==> config.mk <==
export PLATFORM = sky130hd
export DESIGN_NAME = char_display_host_interface
export DESIGN_NICKNAME = d
export VERILOG_FILES = /design/src/char_display_pkg.sv /design/src/char_display_host_interface.sv
export VERILOG_INCLUDE_DIRS = /design/src
export SDC_FILE = /design/constraint.sdc
export NUM_CORES = 1
export LEC_CHECK = 0
export BUFFER_PORTS_ARGS = -buffer_cell sky130_fd_sc_hd__buf_2
export CAP_MARGIN = 25
export CELL_PAD_IN_SITES_DETAIL_PLACEMENT = 1
export CELL_PAD_IN_SITES_GLOBAL_PLACEMENT = 1
export CORE_UTILIZATION = 40
export CTS_BUF_LIST = sky130_fd_sc_hd__clkbuf_8
export DETAILED_ROUTE_END_ITERATION = 10
export HOLD_SLACK_MARGIN = 0.08
export PLACE_DENSITY_LB_ADDON = 0.2
export SLEW_MARGIN = 10
export SYNTH_ARGS = -nofsm -noshare
export SYNTH_HDL_FRONTEND = slang
export SYNTH_SLANG_ARGS = --single-unit
==> constraint.sdc <==
create_clock -name mclk_i -period 4.3 [get_ports mclk_i]
set_clock_uncertainty 0.15 [all_clocks]
set_input_delay 1.29 -clock mclk_i [delete_from_list [all_inputs] [get_ports mclk_i]]
set_output_delay 1.29 -clock mclk_i [all_outputs]
set_load 0.03 [all_outputs]
==> src/char_display_cfg.svh <==
// Constants of the character display host interface: offsets, fields, resets and timing.
`ifndef CHAR_DISPLAY_CFG_SVH
`define CHAR_DISPLAY_CFG_SVH

`define APB_STATUS_OFS   8'h00
`define APB_LASTCMD_OFS  8'h04
`define APB_BUSYTIME_OFS 8'h08

`define ST_PTR_LSB   0
`define ST_BUSY_BIT  7
`define ST_GLYPH_BIT 8
`define ST_WIDTH_BIT 9
`define ST_MODE_LSB  10

`define CMD_BIT_WIDTH 4
`define CMD_BIT_INC   1

`define RST_BUS_WIDTH 1'b1
`define RST_INC       1'b1
`define RST_IIC_HI    5'h0F

`define DISP_DEPTH  80
`define GLYPH_DEPTH 64

`define BUSY_TIME_NS 37000
`define CLK_MHZ      250

`endif

==> src/char_display_pkg.sv <==
// Types of the character display host interface.
package char_display_pkg;

   typedef enum logic [1:0] {
      MODE_PAR = 2'b00,
      MODE_IIC = 2'b01,
      MODE_SPI = 2'b10
   } link_mode_e;

   typedef enum logic [1:0] {
      ST_IDLE  = 2'b00,
      ST_STORE = 2'b01,
      ST_FETCH = 2'b11
   } ram_fsm_e;

   typedef enum logic [1:0] {
      PH_ADDR = 2'b00,
      PH_CTRL = 2'b01,
      PH_DATA = 2'b11,
      PH_SKIP = 2'b10
   } iic_phase_e;

endpackage

==> src/char_display_host_interface.sv <==
// Host-side interface of the character display controller with its display and glyph RAM.
//
// The APB interface to the registers and the placing of the registers were left to the implementer.
`include "char_display_cfg.svh"

module char_display_host_interface
   import char_display_pkg::*;
#(
   parameter int unsigned BUSY_CYCLES = `BUSY_TIME_NS * `CLK_MHZ / 1000,
   parameter logic [4:0]  IIC_ADDR_HI = `RST_IIC_HI
) (
   // Clock and reset.
   input  wire logic        mclk_i,
   input  wire logic        sys_rst_i,
   // Host pins.
   input  wire logic        interface_strap_hi_i,
   input  wire logic        interface_strap_lo_i,
   input  wire logic        enable_strobe_i,
   input  wire logic        register_select_i,
   input  wire logic        read_not_write_i,
   input  wire logic [7:0]  host_data_lines_i,
   output logic      [7:0]  host_data_lines_o,
   output logic      [7:0]  host_data_lines_oe_o,
   // APB slave.
   input  wire logic        psel_i,
   input  wire logic        penable_i,
   input  wire logic        pwrite_i,
   input  wire logic [7:0]  paddr_i,
   input  wire logic [31:0] pwdata_i,
   output logic      [31:0] prdata_o,
   output logic             pready_o,
   output logic             pslverr_o
);

   if (BUSY_CYCLES == 0 || BUSY_CYCLES > 65535) begin : g_chk
      $error("BUSY_CYCLES must lie in 1..65535");
   end

   localparam logic [6:0] DISP_LAST = 7'(`DISP_DEPTH - 1);

   ////////////////////////////////////////////////////////////////////////////////
   // Pin synchronisers. Data travels with the strobe so both see the same delay.

   logic [12:0] pin_s1_r;
   logic [12:0] pin_s2_r;
   logic [7:0]  d_prev_r;
   logic        e_prev_r;
   wire  [12:0] pin_raw = {interface_strap_hi_i, interface_strap_lo_i, enable_strobe_i,
                           register_select_i, read_not_write_i, host_data_lines_i};

   always_ff @(posedge mclk_i) begin
      if (sys_rst_i) begin
         pin_s1_r <= 13'h0000;
         pin_s2_r <= 13'h0000;
         d_prev_r <= 8'h00;
         e_prev_r <= 1'b0;
      end else begin
         pin_s1_r <= pin_raw;
         pin_s2_r <= pin_s1_r;
         d_prev_r <= pin_s2_r[7:0];
         e_prev_r <= pin_s2_r[10];
      end
   end

   wire       strap_hi_s = pin_s2_r[12];
   wire       strap_lo_s = pin_s2_r[11];
   wire       e_s        = pin_s2_r[10];
   wire       rs_s       = pin_s2_r[9];
   wire       rw_s       = pin_s2_r[8];
   wire [7:0] d_s        = pin_s2_r[7:0];

   wire link_mode_e mode = strap_lo_s ? MODE_IIC : (strap_hi_s ? MODE_SPI : MODE_PAR);

   ////////////////////////////////////////////////////////////////////////////////
   // Parallel bus. Accesses complete on the falling edge of the enable strobe.

   logic       bus_width_r;
   logic       nib_wait_lo_r;
   logic [3:0] nib_hi_r;

   wire       par_strobe  = (mode == MODE_PAR) & e_prev_r & ~e_s;
   wire       par_done    = par_strobe & (bus_width_r | nib_wait_lo_r);
   wire [7:0] par_byte    = bus_width_r ? d_s : {nib_hi_r, d_s[7:4]};
   wire       par_wr      = par_done & ~rw_s;
   wire       par_rd_data = par_done & rw_s & rs_s;

   always_ff @(posedge mclk_i) begin
      if (sys_rst_i || bus_width_r) begin
         nib_wait_lo_r <= 1'b0;
         nib_hi_r      <= 4'h0;
      end else if (par_strobe) begin
         nib_wait_lo_r <= ~nib_wait_lo_r;
         nib_hi_r      <= d_s[7:4];
      end
   end

   ////////////////////////////////////////////////////////////////////////////////
   // Three-line serial: a select bit first, then eight data bits, most significant first.

   logic [3:0] spi_cnt_r;
   logic [7:0] spi_sh_r;

   wire spi_sel  = (mode == MODE_SPI) & ~d_s[5];
   wire spi_rise = d_s[6] & ~d_prev_r[6];
   wire spi_done = spi_sel & spi_rise & (spi_cnt_r == 4'h8);

   always_ff @(posedge mclk_i) begin
      if (sys_rst_i || !spi_sel) begin
         spi_cnt_r <= 4'h0;
         spi_sh_r  <= 8'h00;
      end else if (spi_rise) begin
         spi_cnt_r <= (spi_cnt_r == 4'h8) ? 4'h0 : spi_cnt_r + 4'h1;
         spi_sh_r  <= {spi_sh_r[6:0], d_s[7]};
      end
   end

   ////////////////////////////////////////////////////////////////////////////////
   // IIC write-only target. Bytes after the address alternate: control, then data.

   logic [3:0] iic_cnt_r;
   logic [7:0] iic_sh_r;
   logic       iic_rs_r;
   logic       ack_r;
   iic_phase_e iic_ph_r;

   wire       iic_sel   = (mode == MODE_IIC) & ~d_s[5];
   wire       sda       = d_s[6];
   wire       scl       = d_s[7];
   wire       scl_rise  = scl & ~d_prev_r[7];
   wire       scl_fall  = ~scl & d_prev_r[7];
   wire       iic_start = scl & d_prev_r[7] & d_prev_r[6] & ~sda;
   wire       iic_stop  = scl & d_prev_r[7] & ~d_prev_r[6] & sda;
   wire [7:0] iic_addr  = {IIC_ADDR_HI, d_s[1], d_s[0], 1'b0};
   wire       byte_end  = iic_sel & scl_fall & (iic_cnt_r == 4'h8);
   wire       iic_done  = byte_end & (iic_ph_r == PH_DATA);

   always_ff @(posedge mclk_i) begin
      if (sys_rst_i || !iic_sel || iic_stop) begin
         iic_ph_r  <= PH_SKIP;
         iic_cnt_r <= 4'h0;
         ack_r     <= 1'b0;
      end else if (iic_start) begin
         iic_ph_r  <= PH_ADDR;
         iic_cnt_r <= 4'h0;
         ack_r     <= 1'b0;
      end else if (scl_rise && iic_ph_r != PH_SKIP) begin
         iic_cnt_r <= (iic_cnt_r == 4'h8) ? 4'h0 : iic_cnt_r + 4'h1;
         if (iic_cnt_r != 4'h8) begin
            iic_sh_r <= {iic_sh_r[6:0], sda};
         end
      end else if (byte_end) begin
         case (iic_ph_r)
            PH_ADDR: begin
               ack_r    <= (iic_sh_r == iic_addr);
               iic_ph_r <= (iic_sh_r == iic_addr) ? PH_CTRL : PH_SKIP;
            end
            PH_CTRL: begin
               ack_r    <= 1'b1;
               iic_rs_r <= iic_sh_r[6];
               iic_ph_r <= PH_DATA;
            end
            PH_DATA: begin
               ack_r    <= 1'b1;
               iic_ph_r <= PH_CTRL;
            end
            default: begin
               ack_r <= 1'b0;
            end
         endcase
      end else if (scl_fall && iic_cnt_r == 4'h0) begin
         ack_r <= 1'b0;
      end
   end

   ////////////////////////////////////////////////////////////////////////////////
   // Merge the three links into one write request.

   wire       issue_vld  = par_wr | spi_done | iic_done;
   wire       issue_rs   = par_wr ? rs_s : (spi_done ? spi_sh_r[7] : iic_rs_r);
   wire [7:0] issue_byte = par_wr ? par_byte : (spi_done ? {spi_sh_r[6:0], d_s[7]} : iic_sh_r);

   ////////////////////////////////////////////////////////////////////////////////
   // Command register, busy timing and instruction decode.

   logic [7:0]  cmd_r;
   logic [15:0] busy_cnt_r;
   logic [15:0] busy_time_r;
   logic        inc_r;
   logic        glyph_sel_r;
   logic [6:0]  ptr_r;
   logic [7:0]  dr_r;
   ram_fsm_e    fsm_r;

   wire busy       = (busy_cnt_r != 16'h0000);
   wire fsm_idle   = (fsm_r == ST_IDLE);
   wire cmd_accept = issue_vld & ~issue_rs & ~busy & fsm_idle;
   wire data_wr    = issue_vld & issue_rs & fsm_idle;
   wire data_rd    = par_rd_data & fsm_idle;
   wire set_disp   = cmd_accept & issue_byte[7];
   wire set_glyph  = cmd_accept & (issue_byte[7:6] == 2'b01);

   always_ff @(posedge mclk_i) begin
      if (sys_rst_i) begin
         cmd_r       <= 8'h00;
         busy_cnt_r  <= 16'h0000;
         bus_width_r <= `RST_BUS_WIDTH;
         inc_r       <= `RST_INC;
      end else if (cmd_accept) begin
         cmd_r      <= issue_byte;
         busy_cnt_r <= busy_time_r;
         if (issue_byte[7:5] == 3'b001) begin
            bus_width_r <= issue_byte[`CMD_BIT_WIDTH];
         end
         if (issue_byte[7:2] == 6'b000001) begin
            inc_r <= issue_byte[`CMD_BIT_INC];
         end
      end else if (busy) begin
         busy_cnt_r <= busy_cnt_r - 16'h0001;
      end
   end

   ////////////////////////////////////////////////////////////////////////////////
   // Display and glyph RAM behind the data holding register.

   logic [7:0] display_ram [`DISP_DEPTH];
   logic [7:0] glyph_ram   [`GLYPH_DEPTH];

   wire       disp_ok   = (ptr_r <= DISP_LAST);
   wire [6:0] disp_idx  = disp_ok ? ptr_r : 7'h00;
   wire [7:0] ram_rd    = glyph_sel_r ? glyph_ram[ptr_r[5:0]] : display_ram[disp_idx];
   wire [5:0] glyph_nxt = inc_r ? ptr_r[5:0] + 6'h01 : ptr_r[5:0] - 6'h01;
   wire [6:0] disp_nxt  = inc_r ? ((ptr_r == DISP_LAST) ? 7'h00 : ptr_r + 7'h01)
                                : ((ptr_r == 7'h00) ? DISP_LAST : ptr_r - 7'h01);
   wire [6:0] ptr_step  = glyph_sel_r ? {1'b0, glyph_nxt} : disp_nxt;

   always_ff @(posedge mclk_i) begin
      if (sys_rst_i) begin
         ptr_r       <= 7'h00;
         glyph_sel_r <= 1'b0;
         dr_r        <= 8'h00;
         fsm_r       <= ST_IDLE;
      end else begin
         case (fsm_r)
            ST_IDLE: begin
               if (set_disp) begin
                  ptr_r       <= issue_byte[6:0];
                  glyph_sel_r <= 1'b0;
                  fsm_r       <= ST_FETCH;
               end else if (set_glyph) begin
                  ptr_r       <= {1'b0, issue_byte[5:0]};
                  glyph_sel_r <= 1'b1;
                  fsm_r       <= ST_FETCH;
               end else if (data_wr) begin
                  dr_r  <= issue_byte;
                  fsm_r <= ST_STORE;
               end else if (data_rd) begin
                  ptr_r <= ptr_step;
                  fsm_r <= ST_FETCH;
               end
            end
            ST_STORE: begin
               ptr_r <= ptr_step;
               fsm_r <= ST_FETCH;
            end
            ST_FETCH: begin
               dr_r  <= ram_rd;
               fsm_r <= ST_IDLE;
            end
            default: begin
               fsm_r <= ST_IDLE;
            end
         endcase
      end
   end

   // The RAMs carry no reset: their content is undefined until software fills it.
   always_ff @(posedge mclk_i) begin
      if (fsm_r == ST_STORE && glyph_sel_r) begin
         glyph_ram[ptr_r[5:0]] <= dr_r;
      end
      if (fsm_r == ST_STORE && !glyph_sel_r && disp_ok) begin
         display_ram[disp_idx] <= dr_r;
      end
   end

   ////////////////////////////////////////////////////////////////////////////////
   // Read path toward the host. The command register has no read path here; it is read over APB only.

   logic [7:0] dout_r;

   wire [7:0] busy_word = {busy, ptr_r};
   wire [7:0] rd_src    = rs_s ? dr_r : busy_word;
   wire [7:0] rd_lane   = bus_width_r ? rd_src
                                      : {(nib_wait_lo_r ? rd_src[3:0] : rd_src[7:4]), 4'h0};
   wire       par_rd_oe = (mode == MODE_PAR) & e_s & rw_s;
   wire [7:0] lane_mask = bus_width_r ? 8'hFF : 8'hF0;

   always_ff @(posedge mclk_i) begin
      if (sys_rst_i || mode != MODE_PAR) begin
         dout_r <= 8'h00;
      end else begin
         dout_r <= rd_lane;
      end
   end

   assign host_data_lines_o    = dout_r;
   assign host_data_lines_oe_o = par_rd_oe ? lane_mask : {1'b0, ack_r & iic_sel, 6'h00};

   ////////////////////////////////////////////////////////////////////////////////
   // APB slave: zero wait states, read data captured in the setup cycle.

   logic [31:0] prdata_r;

   wire        hit_status = (paddr_i == `APB_STATUS_OFS);
   wire        hit_cmd    = (paddr_i == `APB_LASTCMD_OFS);
   wire        hit_busy   = (paddr_i == `APB_BUSYTIME_OFS);
   wire        apb_hit    = hit_status | hit_cmd | hit_busy;
   wire        apb_setup  = psel_i & ~penable_i;
   wire        apb_wr     = psel_i & penable_i & pwrite_i & hit_busy;
   wire [31:0] status_w   = {20'h00000, mode, bus_width_r, glyph_sel_r, busy, ptr_r};
   wire [31:0] rd_mux     = hit_status ? status_w
                          : hit_cmd    ? {24'h000000, cmd_r}
                          : hit_busy   ? {16'h0000, busy_time_r} : 32'h00000000;

   always_ff @(posedge mclk_i) begin
      if (sys_rst_i) begin
         prdata_r    <= 32'h00000000;
         busy_time_r <= 16'(BUSY_CYCLES);
      end else begin
         if (apb_setup) begin
            prdata_r <= rd_mux;
         end
         if (apb_wr) begin
            busy_time_r <= (pwdata_i[15:0] == 16'h0000) ? 16'h0001 : pwdata_i[15:0];
         end
      end
   end

   assign prdata_o  = prdata_r;
   assign pready_o  = 1'b1;
   assign pslverr_o = psel_i & penable_i & ~apb_hit;

endmodule

==> impl_metrics.json, run 1 <==
{
  "final_hold_viol_count": 0,
  "yosysTopAreaCellShare_pct": 67.7,
  "drtIter0Drc": 3354,
  "cts_buffer_depth": 3,
  "synthCells": 3124,
  "ys_top_cells_by_count": "1,161 x edfxtp_1, 251 x nor2_1, 162 x nand2_1",
  "die_height_um": 361,
  "status": "finished, final reports clean",
  "hp-class": "reg -> reg",
  "synth_ff_type": "edfxtp_1",
  "cts_resized": 0,
  "place_inst": 4810,
  "place_area_um2": 54500,
  "clock-sinks": 1304,
  "synth_edf_count": 1161,
  "ctsHoldBuffers": 0,
  "dr.pass1.iters": 6,
  "die_width_um": 361,
  "yosysWarnings": 0,
  "crit_type": "reg -> reg",
  "grt_max_degree": 93,
  "ios": 108,
  "die_area_um2": 130000,
  "ys_types": 89,
  "relSlewSlack_pct": 31.0,
  "max_stage_delay_ns": 0.70,
  "cpMostUsedCell": "buf_4",
  "crit_fanout": 8,
  "p_per_area_nw_per_um2": 431,
  "ant_nets": 0,
  "drc": 0,
  "start_util_pct": 40.3,
  "crit_slowest_cell": "nor2_1",
  "vias": 30765,
  "cts_tree": "done",
  "globalRouteOverflowTotal": 0,
  "dp_slack_ns": 0.375,
  "syn2layout_area_growth_pct": 13.6,
  "finish.instance_area_um2": 58500,
  "place_congestion": 0.895,
  "yosysSeqAreaShare_pct": 73.2,
  "arrival_ns": 4.44,
  "setup_viol": 0,
  "post-dp-hpwl_um": 99100,
  "timing.final.crit_share_pct": 94.4,
  "viasPerCell": 5.91,
  "fmax_mhz": 246,
  "rsz0062_at_grt": "false",
  "core_area_um2": 128000,
  "peakVddDrop_v": 0.000275,
  "setup_ws_ns": 0.241,
  "synth-seq-cells": 1304,
  "drv_slew": 0,
  "clk_latency_ns": 0.94,
  "cts_setup_buffers": 0,
  "startpoint_type": "flop",
  "yosysTopAreaCell": "edfxtp_1",
  "async_flop_share_pct": 0,
  "grt_pass1_vias": 31836,
  "n_fill_cell": 12312,
  "wl_um": 154000,
  "cts-root-buf": "clkbuf_8",
  "timing.max_cap.violations": 0,
  "cts_made_buffers": 211,
  "antenna_found_initial": 8,
  "fin_cells": 5207,
  "rows": 131,
  "routedWlPerCell_um": 29.7,
  "multi_input_area_um2": 12800,
  "cp-end-kind": "flop",
  "crit_path_cell_trace": "ha_1, and4b_1, buf_4, and2_1, nor4_1, buf_4, nand3_1, buf_12, nor2_1",
  "syn-cell-area_um2": 51500,
  "port_buffers": 74,
  "synth_area_per_cell_um2": 16.5,
  "htreeDepth": 4,
  "drive_gt1_share_pct": 20.8,
  "layout.nets": 3434,
  "leakage_uw": 0.0175,
  "required_ns": 4.69,
  "seqCellArea_um2": 37800,
  "ys_top_cells_by_area": "edfxtp_1 68%, mux4_2 7.0%, dfxtp_1 5.6%, o221ai_1 2.5%, nor2_1 1.8%",
  "period_needed_ns": 4.06,
  "track_usage_pct": 23.5,
  "worst_pin_slew_ns": 1.03,
  "timing.setup.tns_ns": 0,
  "grt_pass1_wl_um": 223000,
  "cts.clk_slew.worst_paths_ns": 0.06,
  "synth_most_common_cell": "edfxtp_1"
}
logic make-up (layout without fill, tap and decap cells):
logic type | Yosys count | count (layout) | share of synthesized area (%)
compound gates | 588 | 588 | 8.50
xor+xnor | 21 | 21 | 0.357
fa+ha+maj | 13 | 13 | 0.330
buf+inv | 240 | 644 | 2.07
flops | 1304 | 1304 | 73.2
mux | 251 | 251 | 8.87
other cells | 2 | 19 | 0.0146
simple gates | 705 | 705 | 6.61
sequential cells by signal (all words and copies together), names as in the netlist, 2 cells and up, named ones only:
| name | cells |
|---|---|
| display_ram | 640 |
| glyph_ram | 512 |
| busy_cnt_r | 16 |
| busy_time_r | 16 |
| prdata_o | 16 |
| pin_s1_r | 13 |
| pin_s2_r | 13 |
| cmd_r | 8 |
| dr_r | 8 |
| host_data_lines_o | 8 |
| iic_sh_r | 8 |
| spi_sh_r | 8 |
| ptr_r | 7 |
| iic_cnt_r | 4 |
| nib_hi_r | 4 |
| spi_cnt_r | 4 |
| d_prev_r | 2 |
| fsm_r | 2 |
| iic_ph_r | 2 |
through the flow:
| stage | utilization, % | hold WS (ns) | total power (uW) |
|---|---|---|---|
| 2_1_floorplan | - | 0.264 | 14900 |
| 3_3_place_gp | 42.7 | 0.286 | 15300 |
| 3_5_place_dp | 42.7 | 0.275 | 15300 |
| 4_1_cts | 45.8 | 0.297 | 25400 |
| 5_1_grt | 45.8 | 0.310 | 26100 |
| 6_report | 45.8 | 0.299 | 25200 |
report_power, final:
group | switching [uW] | internal (uW)
Combinational | 794 | 464
Clock | 5150 | 5010
Sequential | 107 | 13700
Total | 6050 | 19200
per-layer routing:
| metal | track usage [%] | vias up | part of all wire (%) |
|---|---|---|---|
| met3 | 5.05 | 258 | 7.0 |
| met4 | 7.49 | 10 | 2.7 |
| li1 | - | 13146 | - |
| met2 | 37.2 | 1199 | 47 |
| met5 | 0 | - | 0.044 |
| met1 | 32.4 | 16152 | 43 |
placed cells by master (no fill, tap or decap), types with 24 or more instances in the layout:
cell         n
edfxtp_1  1161
nor2_1     247
clkbuf_8   217
nand2_1    162
mux4_2     161
o221ai_1   146
buf_4      143
dfxtp_1    131
a21oi_1    120
inv_1      102
buf_2       73
mux2i_1     56
a22oi_1     52
nor3_1      51
clkinv_1    49
nand3_1     48
o21ai_0     46
nor2b_1     45
mux2_2      34
a31oi_1     31
nand4_1     28
a221oi_1    27
a222oi_1    24
layout make-up:
class                   count  area share (%)
flip-flops and latches   1304            64.5
multi-input cells        1595            21.9
diodes                      2         0.00855
clock buffers             217            5.10
well taps                1662            3.55
inverters                  16           0.107
repair buffers            235            3.11
clock inverters           176            1.69
critical path, delay by kind of cell (launching register included):
kind	cells	cell delay [ns]
adders and majority gates	1	0.26
buffers and inverters	3	0.77
DFF	1	0.46
and+or+nand+nor	5	2.01
path summary, 6_finish.rpt:
path | start | endpoint | slack, ns | depth (start not counted)
max | ptr_r[0] | display_ram[43][5] | 0.24 | 9
max reg2reg | ptr_r[0] | display_ram[43][5] | 0.24 | 9
min | pin_s1_r[8] | pin_s2_r[8] | 0.30 | 1
min reg2reg | pin_s1_r[8] | pin_s2_r[8] | 0.30 | 1
No activity file was read; power rests on OpenSTA's default activity.
==> inputs of run 2 (changes only) <==
==> constraint.sdc (replaced) <==
create_clock -name mclk_i -period 4.3 [get_ports mclk_i]
set_clock_uncertainty 0.15 [all_clocks]
set_input_delay 1.29 -clock mclk_i [delete_from_list [all_inputs] [get_ports mclk_i]]
set_output_delay 1.29 -clock mclk_i [all_outputs]
set_load 0.05 [all_outputs]
==> run 2 against run 1 <==
  * Final cell count up 0.19%
  * Fmax up 2.0%
  * Utilization about the same
  * First-iteration DRC count down 12%
==> impl_metrics.json, run 2 (synthesized netlist as in run 1, its figures left out) <==
{
  "drive_gt1_share_pct": 21.2,
  "met1_usage_pct": 33.4,
  "crit_fanout": 7,
  "grt_max_degree": 91,
  "largest_reg_flops": 640,
  "status": "finished, final reports clean",
  "r2r-start": "ptr_r[1]",
  "regMostFlops": "display_ram",
  "hp-class": "reg -> reg",
  "dr.pass1.iters": 5,
  "grt_pass1_vias": 32385,
  "clk_latency_ns": 0.96,
  "die_height_um": 361,
  "setup_viol": 0,
  "finish.instance_area_um2": 58600,
  "vias": 31069,
  "cp-end-kind": "output port",
  "startpoint_type": "flop",
  "post-dp-hpwl_um": 100000,
  "drtIter0Drc": 2957,
  "die_area_um2": 130000,
  "required_ns": 2.86,
  "syn2layout_area_growth_pct": 13.7,
  "grt_pass1_wl_um": 228000,
  "use_met2_pct": 37.9,
  "fmax_mhz": 251,
  "timing.setup.tns_ns": 0,
  "hold_depth": 2,
  "antenna_found_initial": 3,
  "cts_tree": "done",
  "r2r_setup_slack_ns": 0.36,
  "r2r-end": "display_ram[43][0]",
  "timing.final.crit_share_pct": 92.6,
  "track_usage_pct": 24.0,
  "peakVddDrop_v": 0.000333,
  "wl_um": 156000,
  "crit_type": "reg -> out",
  "layout_common_cells": "1,161 x edfxtp_1, 247 x nor2_1, 225 x clkbuf_8",
  "ant_nets": 0,
  "die_width_um": 361,
  "min_from": "spi_sh_r[4]",
  "drv_slew": 0,
  "worst_pin_slew_ns": 1.05,
  "port_buffers": 74,
  "cts_setup_buffers": 0,
  "final_hold_viol_count": 0,
  "cts-root-buf": "clkbuf_8",
  "busiest_layer": "met2",
  "worst_hold_slack_ns": 0.285,
  "totalPowerFinal_uw": 25200,
  "cts.clk_slew.worst_paths_ns": 0.06,
  "p_per_area_nw_per_um2": 431,
  "rows": 131,
  "routedWlPerCell_um": 29.9,
  "start_util_pct": 40.3,
  "relSlewSlack_pct": 29.7,
  "clock-sinks": 1304,
  "layout.nets": 3445,
  "globalRouteOverflowTotal": 0,
  "rsz0062_at_grt": "false",
  "place_congestion": 0.911,
  "ios": 108,
  "place_area_um2": 54600,
  "cts_made_buffers": 213,
  "leakage_uw": 0.0175,
  "min_to": "spi_sh_r[5]",
  "ctsHoldBuffers": 0,
  "viasPerCell": 5.96,
  "core_area_um2": 128000,
  "grt_use_met3_pct": 4.64,
  "drc": 0,
  "period_needed_ns": 3.98,
  "arrival_ns": 2.54,
  "htreeDepth": 4,
  "timing.max_cap.violations": 0,
  "cts_resized": 0,
  "cts_buffer_depth": 3,
  "setup_ws_ns": 0.320,
  "dp_slack_ns": 0.488,
  "final_common_cell": "edfxtp_1",
  "rr_worst_depth": 9
}
[run 2: worst max-delay path by stage]
stage	from	endpoint	slack, ns	cells after the start
global placement	ptr_r[1]	dr_r[1]	0.38	11
finish	pin_s2_r[8]	host_data_lines_oe_o[1]	0.32	4
floorplan	paddr_i[3]	pslverr_o	0.56	3
global route	pin_s2_r[8]	host_data_lines_oe_o[0]	0.12	4
detailed placement	ptr_r[1]	display_ram[67][0]	0.49	9
CTS	pin_s2_r[8]	host_data_lines_oe_o[1]	0.20	4
[run 2: area by class of cell]
type                       instances  area, um2
multi-input combinational       1595      12800
timing repair buffer             244       1870
sequential                      1304      37800
clock inverter                   169        891
fill                           12319      69100
antenna                            2       5.00
inverter                          16       62.6
clock buffer                     225       3100
tap                             1662       2080
[run 2: where the power goes]
group / switching, uW / leakage, uW / internal (uW)
clock network: 5060 / 0.00234 / 5100
registers: 107 / 0.0107 / 13700
logic: 821 / 0.00450 / 467
[run 2: worst max-delay path: stages (launching register included)]
cell	delay, ns
dfxtp_1	0.58
nand2_1	0.12
nor3_1	0.41
and2_1	0.25
buf_2	0.28
[run 2: stage by stage]
| step | utilization, % | instances |
|---|---|---|
| floorplan | - | 3139 |
| global placement | 42.7 | 4818 |
| detailed placement | 42.7 | 4820 |
| CTS | 45.9 | 5214 |
| global route | 45.9 | 5217 |
| finish | 45.9 | 5217 |
[run 2: layer usage]
metal	wire [um]	share of wire, %
met1	66800	43
met2	73400	47
met3	11200	7.2
met4	4540	2.9
met5	0	0
==> inputs of run 3 (changes only) <==
--- a/config.mk
+++ b/config.mk
@@ -7,7 +7,7 @@
 export NUM_CORES = 1
 export LEC_CHECK = 0
 export BUFFER_PORTS_ARGS = -buffer_cell sky130_fd_sc_hd__buf_2
-export CAP_MARGIN = 25
+export CAP_MARGIN = 20
 export CELL_PAD_IN_SITES_DETAIL_PLACEMENT = 1
 export CELL_PAD_IN_SITES_GLOBAL_PLACEMENT = 1
 export CORE_UTILIZATION = 40
@@ -15,6 +15,7 @@
 export DETAILED_ROUTE_END_ITERATION = 10
 export HOLD_SLACK_MARGIN = 0.08
 export PLACE_DENSITY_LB_ADDON = 0.2
+export REMOVE_ABC_BUFFERS = 1
 export SLEW_MARGIN = 10
 export SYNTH_ARGS = -nofsm -noshare
 export SYNTH_HDL_FRONTEND = slang
==> run 3 against run 2 <==
  * Hold slack gained 0.0019 ns
  * Final cell count shrank 0.29%
  * Register-to-register slack lost 0.21 ns
  * Die area is the same
  * Global-route usage shrank 0.24 points
  * Sequential share of layout area is essentially flat
  * Critical path type is now reg -> reg
  * Largest power group unchanged
==> impl_metrics.json, run 3 (synthesized netlist as in run 1, its figures left out) <==
{
  "status": "finished, final reports clean",
  "crit_slowest_cell": "a211oi_4",
  "place_congestion": 0.899,
  "port_buffers": 74,
  "cts_made_buffers": 214,
  "min_from": "pin_s1_r[6]",
  "drc": 0,
  "min_to": "pin_s2_r[6]",
  "startpoint_type": "flop",
  "layout_common_cells": "1,161 x edfxtp_1, 247 x nor2_1, 222 x clkbuf_8",
  "rr_worst_depth": 10,
  "track_usage_pct": 23.7,
  "syn2layout_area_growth_pct": 13.7,
  "vias": 31128,
  "final_common_cell": "edfxtp_1",
  "final_hold_viol_count": 0,
  "r2r-end": "dr_r[6]",
  "setup_viol": 0,
  "fmax_mhz": 241,
  "cts_buffer_depth": 3,
  "clock-sinks": 1304,
  "layout.nets": 3442,
  "viasPerCell": 5.98,
  "core_area_um2": 128000,
  "rsz0062_at_grt": "false",
  "required_ns": 4.96,
  "wl_um": 155000,
  "p_per_area_nw_per_um2": 432,
  "worst_pin_slew_ns": 1.09,
  "ios": 108,
  "largest_reg_flops": 640,
  "hp-class": "reg -> reg",
  "die_width_um": 361,
  "cp-end-kind": "flop",
  "htreeDepth": 4,
  "regMostFlops": "display_ram",
  "cts_tree": "done",
  "grt_pass1_vias": 32382,
  "clk_latency_ns": 0.95,
  "cts.clk_slew.worst_paths_ns": 0.06,
  "globalRouteOverflowTotal": 0,
  "timing.final.crit_share_pct": 96.5,
  "r2r-start": "ptr_r[1]",
  "dp_slack_ns": 0.318,
  "finish.instance_area_um2": 58500,
  "n_fill_cell": 12288,
  "final_util_pct": 45.9,
  "drtIter0Drc": 3164,
  "timing.max_cap.violations": 0,
  "place_area_um2": 54600,
  "totalPowerFinal_uw": 25300,
  "period_needed_ns": 4.15,
  "cts_setup_buffers": 0,
  "timing.setup.tns_ns": 0,
  "drv_slew": 0,
  "cts_resized": 0,
  "drive_gt1_share_pct": 21.1,
  "arrival_ns": 4.80,
  "hold_depth": 1,
  "max_stage_delay_ns": 0.94,
  "post-dp-hpwl_um": 99400,
  "ant_nets": 0,
  "cts-root-buf": "clkbuf_8",
  "cp.buffers_inverters": 2,
  "ctsHoldBuffers": 0,
  "crit_path_cell_trace": "ha_1, and4b_1, a211oi_4, buf_12, a222oi_1, a21oi_1, nor4_1, buf_4, and4_1, o32ai_1",
  "dr.pass1.iters": 8,
  "setup_ws_ns": 0.153,
  "antenna_found_initial": 4,
  "worst_path_dominant_cell_family": "compound AO/OA/AOI/OAI gates",
  "grt_pass1_wl_um": 226000,
  "die_area_um2": 130000,
  "routedWlPerCell_um": 29.8,
  "crit_type": "reg -> reg",
  "grt_max_degree": 114,
  "peakVddDrop_v": 0.000360,
  "r2r_setup_slack_ns": 0.15,
  "relSlewSlack_pct": 27.4,
  "die_height_um": 361,
  "leakage_uw": 0.0175,
  "start_util_pct": 40.3,
  "rows": 131,
  "crit_fanout": 34
}
## run 3: cell count changes in the layout (fill, tap and decap cells not counted), moves of 2 or more
cell | previous run | this run
buf_4 | 154 | 148
clkinv_2 | 25 | 19
buf_12 | 16 | 19
clkbuf_8 | 225 | 222
clkinv_1 | 47 | 44
bufinv_16 | 4 | 6
inv_1 | 95 | 93
## run 3: how the worst max path moves through the flow
stage / slack (ns) / cells past startpoint / startpoint / endpoint
after floorplan: -3.57 / 8 / ptr_r[0] / dr_r[5]
after global placement: 0.28 / 10 / ptr_r[0] / dr_r[6]
after detailed placement: 0.32 / 10 / ptr_r[0] / dr_r[6]
after CTS: 0.15 / 4 / pin_s2_r[8] / host_data_lines_oe_o[2]
after global routing: 0.14 / 4 / pin_s2_r[8] / host_data_lines_oe_o[1]
final: 0.15 / 10 / ptr_r[1] / dr_r[6]
## run 3: routing by layer
metal / vias up / track usage [%] / wire (um)
li1: 13136 / - / -
met1: 16425 / 33.0 / 66300
met2: 1289 / 37.5 / 73100
met3: 276 / 4.63 / 11000
met4: 2 / 7.88 / 4680
met5: - / 0 / 14
## run 3: worst register-to-register path, stage by stage (launching register included)
cell      delay (ns)
dfxtp_1         0.36
ha_1            0.23
and4b_1         0.38
a211oi_4        0.94
buf_12          0.32
a222oi_1        0.18
a21oi_1         0.48
nor4_1          0.26
buf_4           0.19
and4_1          0.24
o32ai_1         0.29
## run 3: power breakdown
group / internal, uW / total [uW] / leakage (uW) / switching [uW]
Combinational: 466 / 1290 / 0.00446 / 826
Sequential: 13700 / 13800 / 0.0107 / 108
Clock: 5150 / 10200 / 0.00231 / 5040
## run 3: layout make-up
class	count	area, um2	share of cell area, %
Antenna cell	2	5.00	0.00855
Clock buffer	222	3060	5.22
Clock inverter	161	906	1.55
Inverter	16	62.6	0.107
Multi-Input combinational cell	1595	12800	21.9
Sequential cell	1304	37800	64.5
Tap cell	1662	2080	3.55
Timing Repair Buffer	240	1860	3.17
## run 3: through the flow
stage / hold slack, ns / cells
after CTS: 0.295 / 5199
after global placement: 0.279 / 4816
after global routing: 0.307 / 5201
after floorplan: 0.264 / 2915
after detailed placement: 0.280 / 4816
final: 0.287 / 5202
